**src/hw/cfg3_pkg.sv**
```systemverilog
package cfg3_pkg;
  // ****************************************
  // Register map
  // ****************************************
  localparam int ADDR_W = 8;
  localparam logic [7:0] CFG3_INDEX = 8'hC3;
  localparam logic [7:0] STATUS_INDEX = 8'hC4;
  localparam logic [7:0] CFG3_RESET = 8'h00;
  // ****************************************
  // Field positions
  // ****************************************
  localparam int BIT_SER_TOP = 7;
  localparam int BIT_SER_23 = 6;
  localparam int BIT_SER_12 = 5;
  localparam int BIT_MAP_EN = 4;
  localparam int BIT_SUSPEND_REQUEST_N_EN = 3;
  localparam int BIT_SPARE = 2;
  localparam int BIT_NMI_EN = 1;
  localparam int BIT_LOCK = 0;
  // Bits that the lock protects outside management mode
  localparam logic [7:0] LOCK_MASK = 8'h0B;
  // Bits that software may store
  localparam logic [7:0] WRITABLE_MASK = 8'hFB;
  // ****************************************
  // Address quarters
  // ****************************************
  localparam logic [1:0] Q_TOP = 2'h3;
  localparam logic [1:0] Q_23 = 2'h2;
  localparam logic [1:0] Q_12 = 2'h1;
  // ****************************************
  // Indexes open while the map is closed
  // ****************************************
  localparam logic [7:0] OPEN_A_LO = 8'hC1;
  localparam logic [7:0] OPEN_A_HI = 8'hC3;
  localparam logic [7:0] OPEN_B_LO = 8'hCD;
  localparam logic [7:0] OPEN_B_HI = 8'hCF;
  localparam logic [7:0] OPEN_C_LO = 8'hFE;
  localparam logic [7:0] OPEN_C_HI = 8'hFF;
endpackage

```
**src/hw/index_gate.sv**
```systemverilog
`timescale 1ns/10ps
module index_gate (
  input wire logic [7:0] index,
  input wire logic map_en,
  output logic allowed
);
  // ****************************************
  // Index filter for the configuration path
  // ****************************************
  always_comb begin
    allowed = map_en;
    if ((index >= cfg3_pkg::OPEN_A_LO && index <= cfg3_pkg::OPEN_A_HI) ||
        (index >= cfg3_pkg::OPEN_B_LO && index <= cfg3_pkg::OPEN_B_HI) ||
        (index >= cfg3_pkg::OPEN_C_LO && index <= cfg3_pkg::OPEN_C_HI)) begin
      allowed = 1'b1;
    end
  end
endmodule

```
**src/hw/mgmt_mode_config_control.sv**
```systemverilog
`timescale 1ns/10ps
// Contract
// - Top bit orders top address quarter
// - Bit 6 orders 2GB-3GB quarter
// - Bit 5 orders 1GB-2GB quarter
// - Map enable opens every configuration index
// - Map closed: only few indexes open
// - Bit 3 passes suspend in management mode
// - Bit 1 passes NMI in management mode
// - NMI enable write needs unlock or mode
// - Reset clears the whole register
// - Extended indexes other than C1-C3, CD-CF, FE-FF need map enable set
module mgmt_mode_config_control (
  input wire logic clk,
  input wire logic rst,
  input wire logic [7:0] addr,
  input wire logic [7:0] wdata,
  input wire logic wr,
  input wire logic rd,
  output logic [7:0] rdata,
  input wire logic system_management_mode,
  input wire logic suspend_request_n,
  input wire logic nmi_request,
  input wire logic [31:0] access_addr,
  input wire logic [7:0] ext_index,
  output logic [7:0] config_control_three,
  output logic ordered_access,
  output logic ext_index_allowed,
  output logic suspend_taken,
  output logic nmi_taken
);
  // ****************************************
  // Pin synchronisers
  // ****************************************
  logic [2:0] pin_s1_r;
  logic [2:0] pin_s1_nxt;
  logic [2:0] pin_s2_r;
  logic [2:0] pin_s2_nxt;
  logic [7:0] cfg_r;
  logic [7:0] cfg_nxt;
  logic [7:0] rdata_r;
  logic [7:0] rdata_nxt;
  logic ordered_r;
  logic ordered_nxt;
  logic allowed_r;
  logic allowed_nxt;
  logic suspend_request_n_r;
  logic suspend_request_n_nxt;
  logic nmi_r;
  logic nmi_nxt;
  logic gate_ok;
  logic in_mode;
  logic suspend_request_n_pin;
  logic nmi_pin;

  function automatic logic quarter_ordered(input logic [7:0] c, input logic [1:0] q);
    quarter_ordered = 1'b0;
    case (q)
      cfg3_pkg::Q_TOP: quarter_ordered = c[cfg3_pkg::BIT_SER_TOP];
      cfg3_pkg::Q_23: quarter_ordered = c[cfg3_pkg::BIT_SER_23];
      cfg3_pkg::Q_12: quarter_ordered = c[cfg3_pkg::BIT_SER_12];
      default: quarter_ordered = 1'b0;
    endcase
  endfunction

  always_comb begin
    pin_s1_nxt = {system_management_mode, ~suspend_request_n, nmi_request};
    pin_s2_nxt = pin_s1_r;
  end

  always_ff @(posedge clk) begin
    if (rst) begin
      pin_s1_r <= 3'h0;
      pin_s2_r <= 3'h0;
    end else begin
      pin_s1_r <= pin_s1_nxt;
      pin_s2_r <= pin_s2_nxt;
    end
  end

  assign in_mode = pin_s2_r[2];
  assign suspend_request_n_pin = pin_s2_r[1];
  assign nmi_pin = pin_s2_r[0];

  // ****************************************
  // Register write and read
  // ****************************************
  always_comb begin
    cfg_nxt = cfg_r;
    if (wr && addr == cfg3_pkg::CFG3_INDEX) begin
      if (!cfg_r[cfg3_pkg::BIT_LOCK] || in_mode) begin
        cfg_nxt = wdata & cfg3_pkg::WRITABLE_MASK;
      end else begin
        cfg_nxt = (cfg_r & cfg3_pkg::LOCK_MASK) |
                  (wdata & cfg3_pkg::WRITABLE_MASK & ~cfg3_pkg::LOCK_MASK);
      end
    end
  end

  always_comb begin
    rdata_nxt = 8'h00;
    if (rd && addr == cfg3_pkg::CFG3_INDEX) begin
      rdata_nxt = cfg_r;
    end else if (rd && addr == cfg3_pkg::STATUS_INDEX) begin
      rdata_nxt = {4'h0, in_mode, allowed_r, suspend_request_n_r, nmi_r};
    end
  end

  always_ff @(posedge clk) begin
    if (rst) begin
      cfg_r <= cfg3_pkg::CFG3_RESET;
      rdata_r <= 8'h00;
    end else begin
      cfg_r <= cfg_nxt;
      rdata_r <= rdata_nxt;
    end
  end

  // ****************************************
  // Block controls
  // ****************************************
  index_gate u_gate (
    .index(ext_index),
    .map_en(cfg_r[cfg3_pkg::BIT_MAP_EN]),
    .allowed(gate_ok)
  );

  always_comb begin
    ordered_nxt = quarter_ordered(cfg_r, access_addr[31:30]);
    allowed_nxt = gate_ok;
    suspend_request_n_nxt = suspend_request_n_pin && (!in_mode || cfg_r[cfg3_pkg::BIT_SUSPEND_REQUEST_N_EN]);
    nmi_nxt = nmi_pin && (!in_mode || cfg_r[cfg3_pkg::BIT_NMI_EN]);
  end

  always_ff @(posedge clk) begin
    if (rst) begin
      ordered_r <= 1'b0;
      allowed_r <= 1'b0;
      suspend_request_n_r <= 1'b0;
      nmi_r <= 1'b0;
    end else begin
      ordered_r <= ordered_nxt;
      allowed_r <= allowed_nxt;
      suspend_request_n_r <= suspend_request_n_nxt;
      nmi_r <= nmi_nxt;
    end
  end

  assign rdata = rdata_r;
  assign config_control_three = cfg_r;
  assign ordered_access = ordered_r;
  assign ext_index_allowed = allowed_r;
  assign suspend_taken = suspend_request_n_r;
  assign nmi_taken = nmi_r;

  // ****************************************
  // Control output checks
  // ****************************************
  function automatic logic open_index(input logic [7:0] idx);
    open_index = idx inside {[cfg3_pkg::OPEN_A_LO:cfg3_pkg::OPEN_A_HI],
      [cfg3_pkg::OPEN_B_LO:cfg3_pkg::OPEN_B_HI], [cfg3_pkg::OPEN_C_LO:cfg3_pkg::OPEN_C_HI]};
  endfunction
endmodule

```
**config.mk**
```make
export PLATFORM = sky130hd
export DESIGN_NAME = mgmt_mode_config_control
export DESIGN_NICKNAME = d
export VERILOG_FILES = /design/src/hw/cfg3_pkg.sv /design/src/hw/index_gate.sv /design/src/hw/mgmt_mode_config_control.sv
export SDC_FILE = /design/constraint.sdc
export NUM_CORES = 1
export LEC_CHECK = 0
export ABC_AREA = 1
export BUFFER_PORTS_ARGS = -buffer_cell sky130_fd_sc_hd__buf_4
export CORE_AREA = 10 10 64 66
export DETAILED_ROUTE_END_ITERATION = 7
export DIE_AREA = 0 0 74 76
export PLACE_DENSITY = 0.74
export SLEW_MARGIN = 20
export SYNTH_ARGS = -nofsm -noshare
export SYNTH_HDL_FRONTEND = slang
export SYNTH_SLANG_ARGS = --single-unit
```
**constraint.sdc**
```tcl
create_clock -name clk -period 0.9 [get_ports clk]
set_input_delay 0.045 -clock clk [delete_from_list [all_inputs] [get_ports clk]]
set_output_delay 0.045 -clock clk [all_outputs]
set_load 0.02 [all_outputs]
```
* Word-level counts from Yosys, hierarchy flattened
Cells that the tools add are included.
** Word-level totals
- Bits in registers :: 26
- Input port bits :: 63
- Output and inout bits :: 20
- Logic and storage cells :: 41
** Operators by class
- $lt $le $gt $ge :: 6
- Equal/unequal tests :: 5
- Muxes and demuxes :: 5
- Bitwise gates (word level) :: 2
- Reduce and logical (&&, ||, !) cells :: 15
** Operators with widths (count)
- $ge A8 B8 Y1 const B :: 3
- $le A8 B8 Y1 const B :: 3
- $eq A8 B8 Y1 const B :: 2
- $mux W8 :: 2
- $logic_and A1 B1 Y1 :: 8
- $or A4 B8 Y8 :: 1
- $logic_or A1 B1 Y1 :: 5
- $eq A2 B2 Y1 const B :: 2
- $mux W4 :: 1
- $pmux W1 S3 :: 1
- $eq A2 B1 Y1 const B :: 1
- $logic_not A1 Y1 :: 2
- $mux W1 :: 1
- $not A1 Y1 :: 1

* Longest topological paths before layout
- Depth after elaboration :: 5
- Mapped depth :: 8
- Mapped depth without buffers :: 7

* Modules after synthesis
From an unflattened synthesis, not the netlist that was laid out.
** Unflattened totals
- Cells, all modules :: 143
- Area total of the unflattened synthesis :: 1067.3 um2
** By module, submodules not included
- mgmt_mode_config_control :: instances 1, cells each 126, area each 996.0 um2
- index_gate :: instances 1, cells each 17, area each 71.3 um2

* Least setup slack after synthesis
No wires, ideal clock.
- Kind :: register to register
- From :: register cfg_r[0], in the netlist config_control_three[0]
- To :: register cfg_r[1], in the netlist config_control_three[1]
- Setup time :: 0.113 ns
- Data arrival time :: 0.811 ns
- Data required time :: 0.787 ns
- Setup slack :: -0.024 ns
- Stages on the path, launching flop included :: 6
- Path buffers :: 0
- Period minus slack after synthesis :: 0.924 ns
- Path through :: dfxtp_1 -> nand2_1 -> inv_1 -> nor2_2 -> nor2_1 -> nor2_1
** On the way
- Longest elaborated chain between the ends :: 3
** RTL lines
- start, declared :: RTL line mgmt_mode_config_control.sv:39 : logic [7:0] cfg_r;
- start signal, assigned :: RTL line mgmt_mode_config_control.sv:111 : cfg_r <= cfg3_pkg::CFG3_RESET;
- start signal, assigned :: RTL line mgmt_mode_config_control.sv:114 : cfg_r <= cfg_nxt;
- $logic_not A1 Y1 :: RTL line mgmt_mode_config_control.sv:91 : if (!cfg_r[cfg3_pkg::BIT_LOCK] || in_mode) begin
- $logic_or A1 B1 Y1 :: RTL line mgmt_mode_config_control.sv:91
- $mux W8 :: RTL line mgmt_mode_config_control.sv:91
Every way passes these cells.
A chain may end at the register's enable or synchronous reset.

* Final worst setup path
- From :: register cfg_r[0], in the netlist config_control_three[0]
- To :: output config_control_three[0]
** RTL lines
- end, declared :: RTL line mgmt_mode_config_control.sv:26 : output logic [7:0] config_control_three,
No word-level cell between the ends.

==> run summary <==
switching share of power: 0.2349
Die Span Y: 76 µm
H-tree depth: 1
Pint: 0.001439 W
worst path arrival time: 0.83 ns
CP cell instances: buf_6
Detailed Place HPWL: 2180 µm
clock-pin slew on the worst setup and hold paths: 0.13 ns
WL/cell: 11.80 µm
1st-iter DRT viols: 28
first-pass GRT wire length: 4512 µm
routed vias/inst: 4.394
max-slew violation count: 0
switching power: 0.0004417 W
yosys warns: 0
Yosys reg bits: 25
final net count: 267
Post-Syn Instances: 141
GRT Total Usage: 0.09913
overall power: 0.001881 W
final wirelength: 2784 µm
number of flops mapped to enable cells by yosys: 0
Post-Syn Area: 0.001041 mm²
skew final: 0.006814 ns
vias in the first global route: 1013
combinational power share: 0.140
vias: 1037
asr flop ratio synth: 0
Tmin final: 0.8772 ns
Buf+Inv Stages, Crit Path: 1
CTS tree: yes
worst hold path class: input port to flop
LEAKAGE: 0.7720 nW
Placement Setup Slack: -0.06928 ns
Layout area overhead: 56.01%
library cells used by synthesis: 22
Max IR drop VDD: 1.119 mV
Max-Cap Viols: 0
Post-synth top flop: dfxtp_1
worst skew pair latency: 0.32 ns
Highest Clock Rate: 1140 MHz
layout cell share with drive strength beyond 1: 0.3842
crit path max fanout: 4
Seq/Total Area, Yosys: 0.4808
Final Worst Setup Slack: 0.02278 ns
io pins: 83
die area: 0.005624 mm²
critical path start-end classification: flop to primary output
CP peak stage delay: 0.39 ns
Final ANT Viol Nets: 0
Root Buffer: clkbuf_4
GRT overflow: 0
RSZ-0062 raised after global routing: true
Sink Count: 25
WP data required: 0.85 ns
final hold vios: 0
total CTS buffers: 3
Initial Util: 0.3556
PwrDens: 1158 mW/mm²
Setup-failing EPs final: 0
slowest CP cell: dfxtp_4
FF-to-FF setup slack: 0.05 ns
Ant. Diodes: 0
sequential share of power: 0.596
port buffer count: 50
Tcrit/Tclk final: 0.9747
largest net degree at the start of global routing: 17
most frequent cells in the layout: buf_4 (46), nor2_1 (25), inv_1 (23)
Top Family by Delay on Critical Path: flip-flops
Clk pwr share: 0.264
kind of end point of the critical path: primary output
antenna violations before repair: 0
Syn Area/Cell: 7.383 µm²
drt drc: 0
DIE WIDTH: 74 µm
Core Area: 0.002928 mm²
startpoint types: flop
gpl congestion: 0.7409
Max clock buf depth: 2
drt first pass iters: 3
outcome: completed
commonest non-fill, non-tap cell in the layout: buf_4
Syn Nets: 204
row cnt: 20
[final timing paths]
check	startpoint	endpoint	cells past startpoint
setup / recovery	config_control_three[0]$_SDFFE_PP0P_	config_control_three[0]	1
hold / removal	rd	rdata[0]$_SDFF_PP0_	3
setup reg to reg	config_control_three[0]$_SDFFE_PP0P_	config_control_three[0]$_SDFFE_PP0P_	4
hold reg to reg	pin_s1_r[2]$_SDFF_PP0_	pin_s2_r[2]$_SDFF_PP0_	2
[kinds of logic (layout without fill, tap and decap cells)]
group / count (synthesis) / after routing / share of synthesized area
simple gates: 69 / 69 / 0.3161
compound gates: 15 / 15 / 0.07211
other cells: 1 / 1 / 0.003602
flops: 25 / 25 / 0.4808
buf+inv: 31 / 93 / 0.1274
[cell type report]
cell class                 instances  area [µm²]
multi-input combinational         85       410.4
clock buffer                       4       26.28
fill                             274        1304
timing repair buffer              63       525.5
tap                               33       41.29
inverter                          26       100.1
sequential                        25       520.5
[stage by stage]
stage | cell area (µm²) | instances | TNS [ns] | hold WS [ns] | util
after global routing | 1624 | 236 | -0.009645 | 0.03798 | 0.5547
final | 1624 | 236 | 0 | 0.02245 | 0.5547
after floorplan | 1042 | 141 | 0 | 0.1117 | -
after CTS | 1570 | 234 | 0 | 0.02239 | 0.5363
after detailed placement | 1431 | 220 | -0.7554 | 0.2019 | 0.4889
after global placement | 1431 | 220 | -0.4044 | 0.1963 | 0.4889
[synth_stat cells (2+ instances only)]
cell,n,area (µm²)
o21ai_0,4,20.02
nand3_1,11,55.05
o21ai_1,3,15.01
nand4_1,3,18.77
nor3_1,2,10.01
buf_4,2,15.01
nor2_1,25,93.84
inv_1,24,90.09
nand2_1,20,75.07
nand2_2,2,12.51
inv_2,2,7.510
nor2_4,2,22.52
a21oi_1,8,40.04
dfxtp_1,25,500.5
[power by group through the flow]
stage / combinational (W) / sequential, W / clock (W)
2_1_floorplan: 0.0000837 / 0.00116 / 0
3_3_place_gp: 0.000221 / 0.00115 / 0
3_5_place_dp: 0.000225 / 0.00115 / 0
4_1_cts: 0.000256 / 0.00113 / 0.000505
5_1_grt: 0.000294 / 0.00112 / 0.000534
6_report: 0.000264 / 0.00112 / 0.000496
[state kept, by name, indices dropped and copies added (netlist names)]
signal	flops
pin_s1_r	3
pin_s2_r	3
rdata	8
suspend_taken	1
config_control_three	7
ordered_access	1
nmi_taken	1
ext_index_allowed	1
[what timing repair did]
| action | in CTS | in global routing |
|---|---|---|
| resized for setup | 8 | 16 |
| endpoints found under the hold margin | 10 | 0 |
| hold buffers | 9 | 0 |
| pin swaps | 0 | 1 |
| endpoints found under the setup margin | 9 | 18 |
| buffers inserted | 1 | 2 |
[metal layers]
| metal | share of wire | global-route usage | wire [µm] |
|---|---|---|---|
| met1 | 0.38 | 0.09857 | 1054 |
| met2 | 0.53 | 0.1749 | 1487 |
| met3 | 0.076 | 0.04688 | 212 |
| met4 | 0.010 | 0.02799 | 29 |
| met5 | 0 | 0 | 0 |
(Power assumes the default switching activity.)
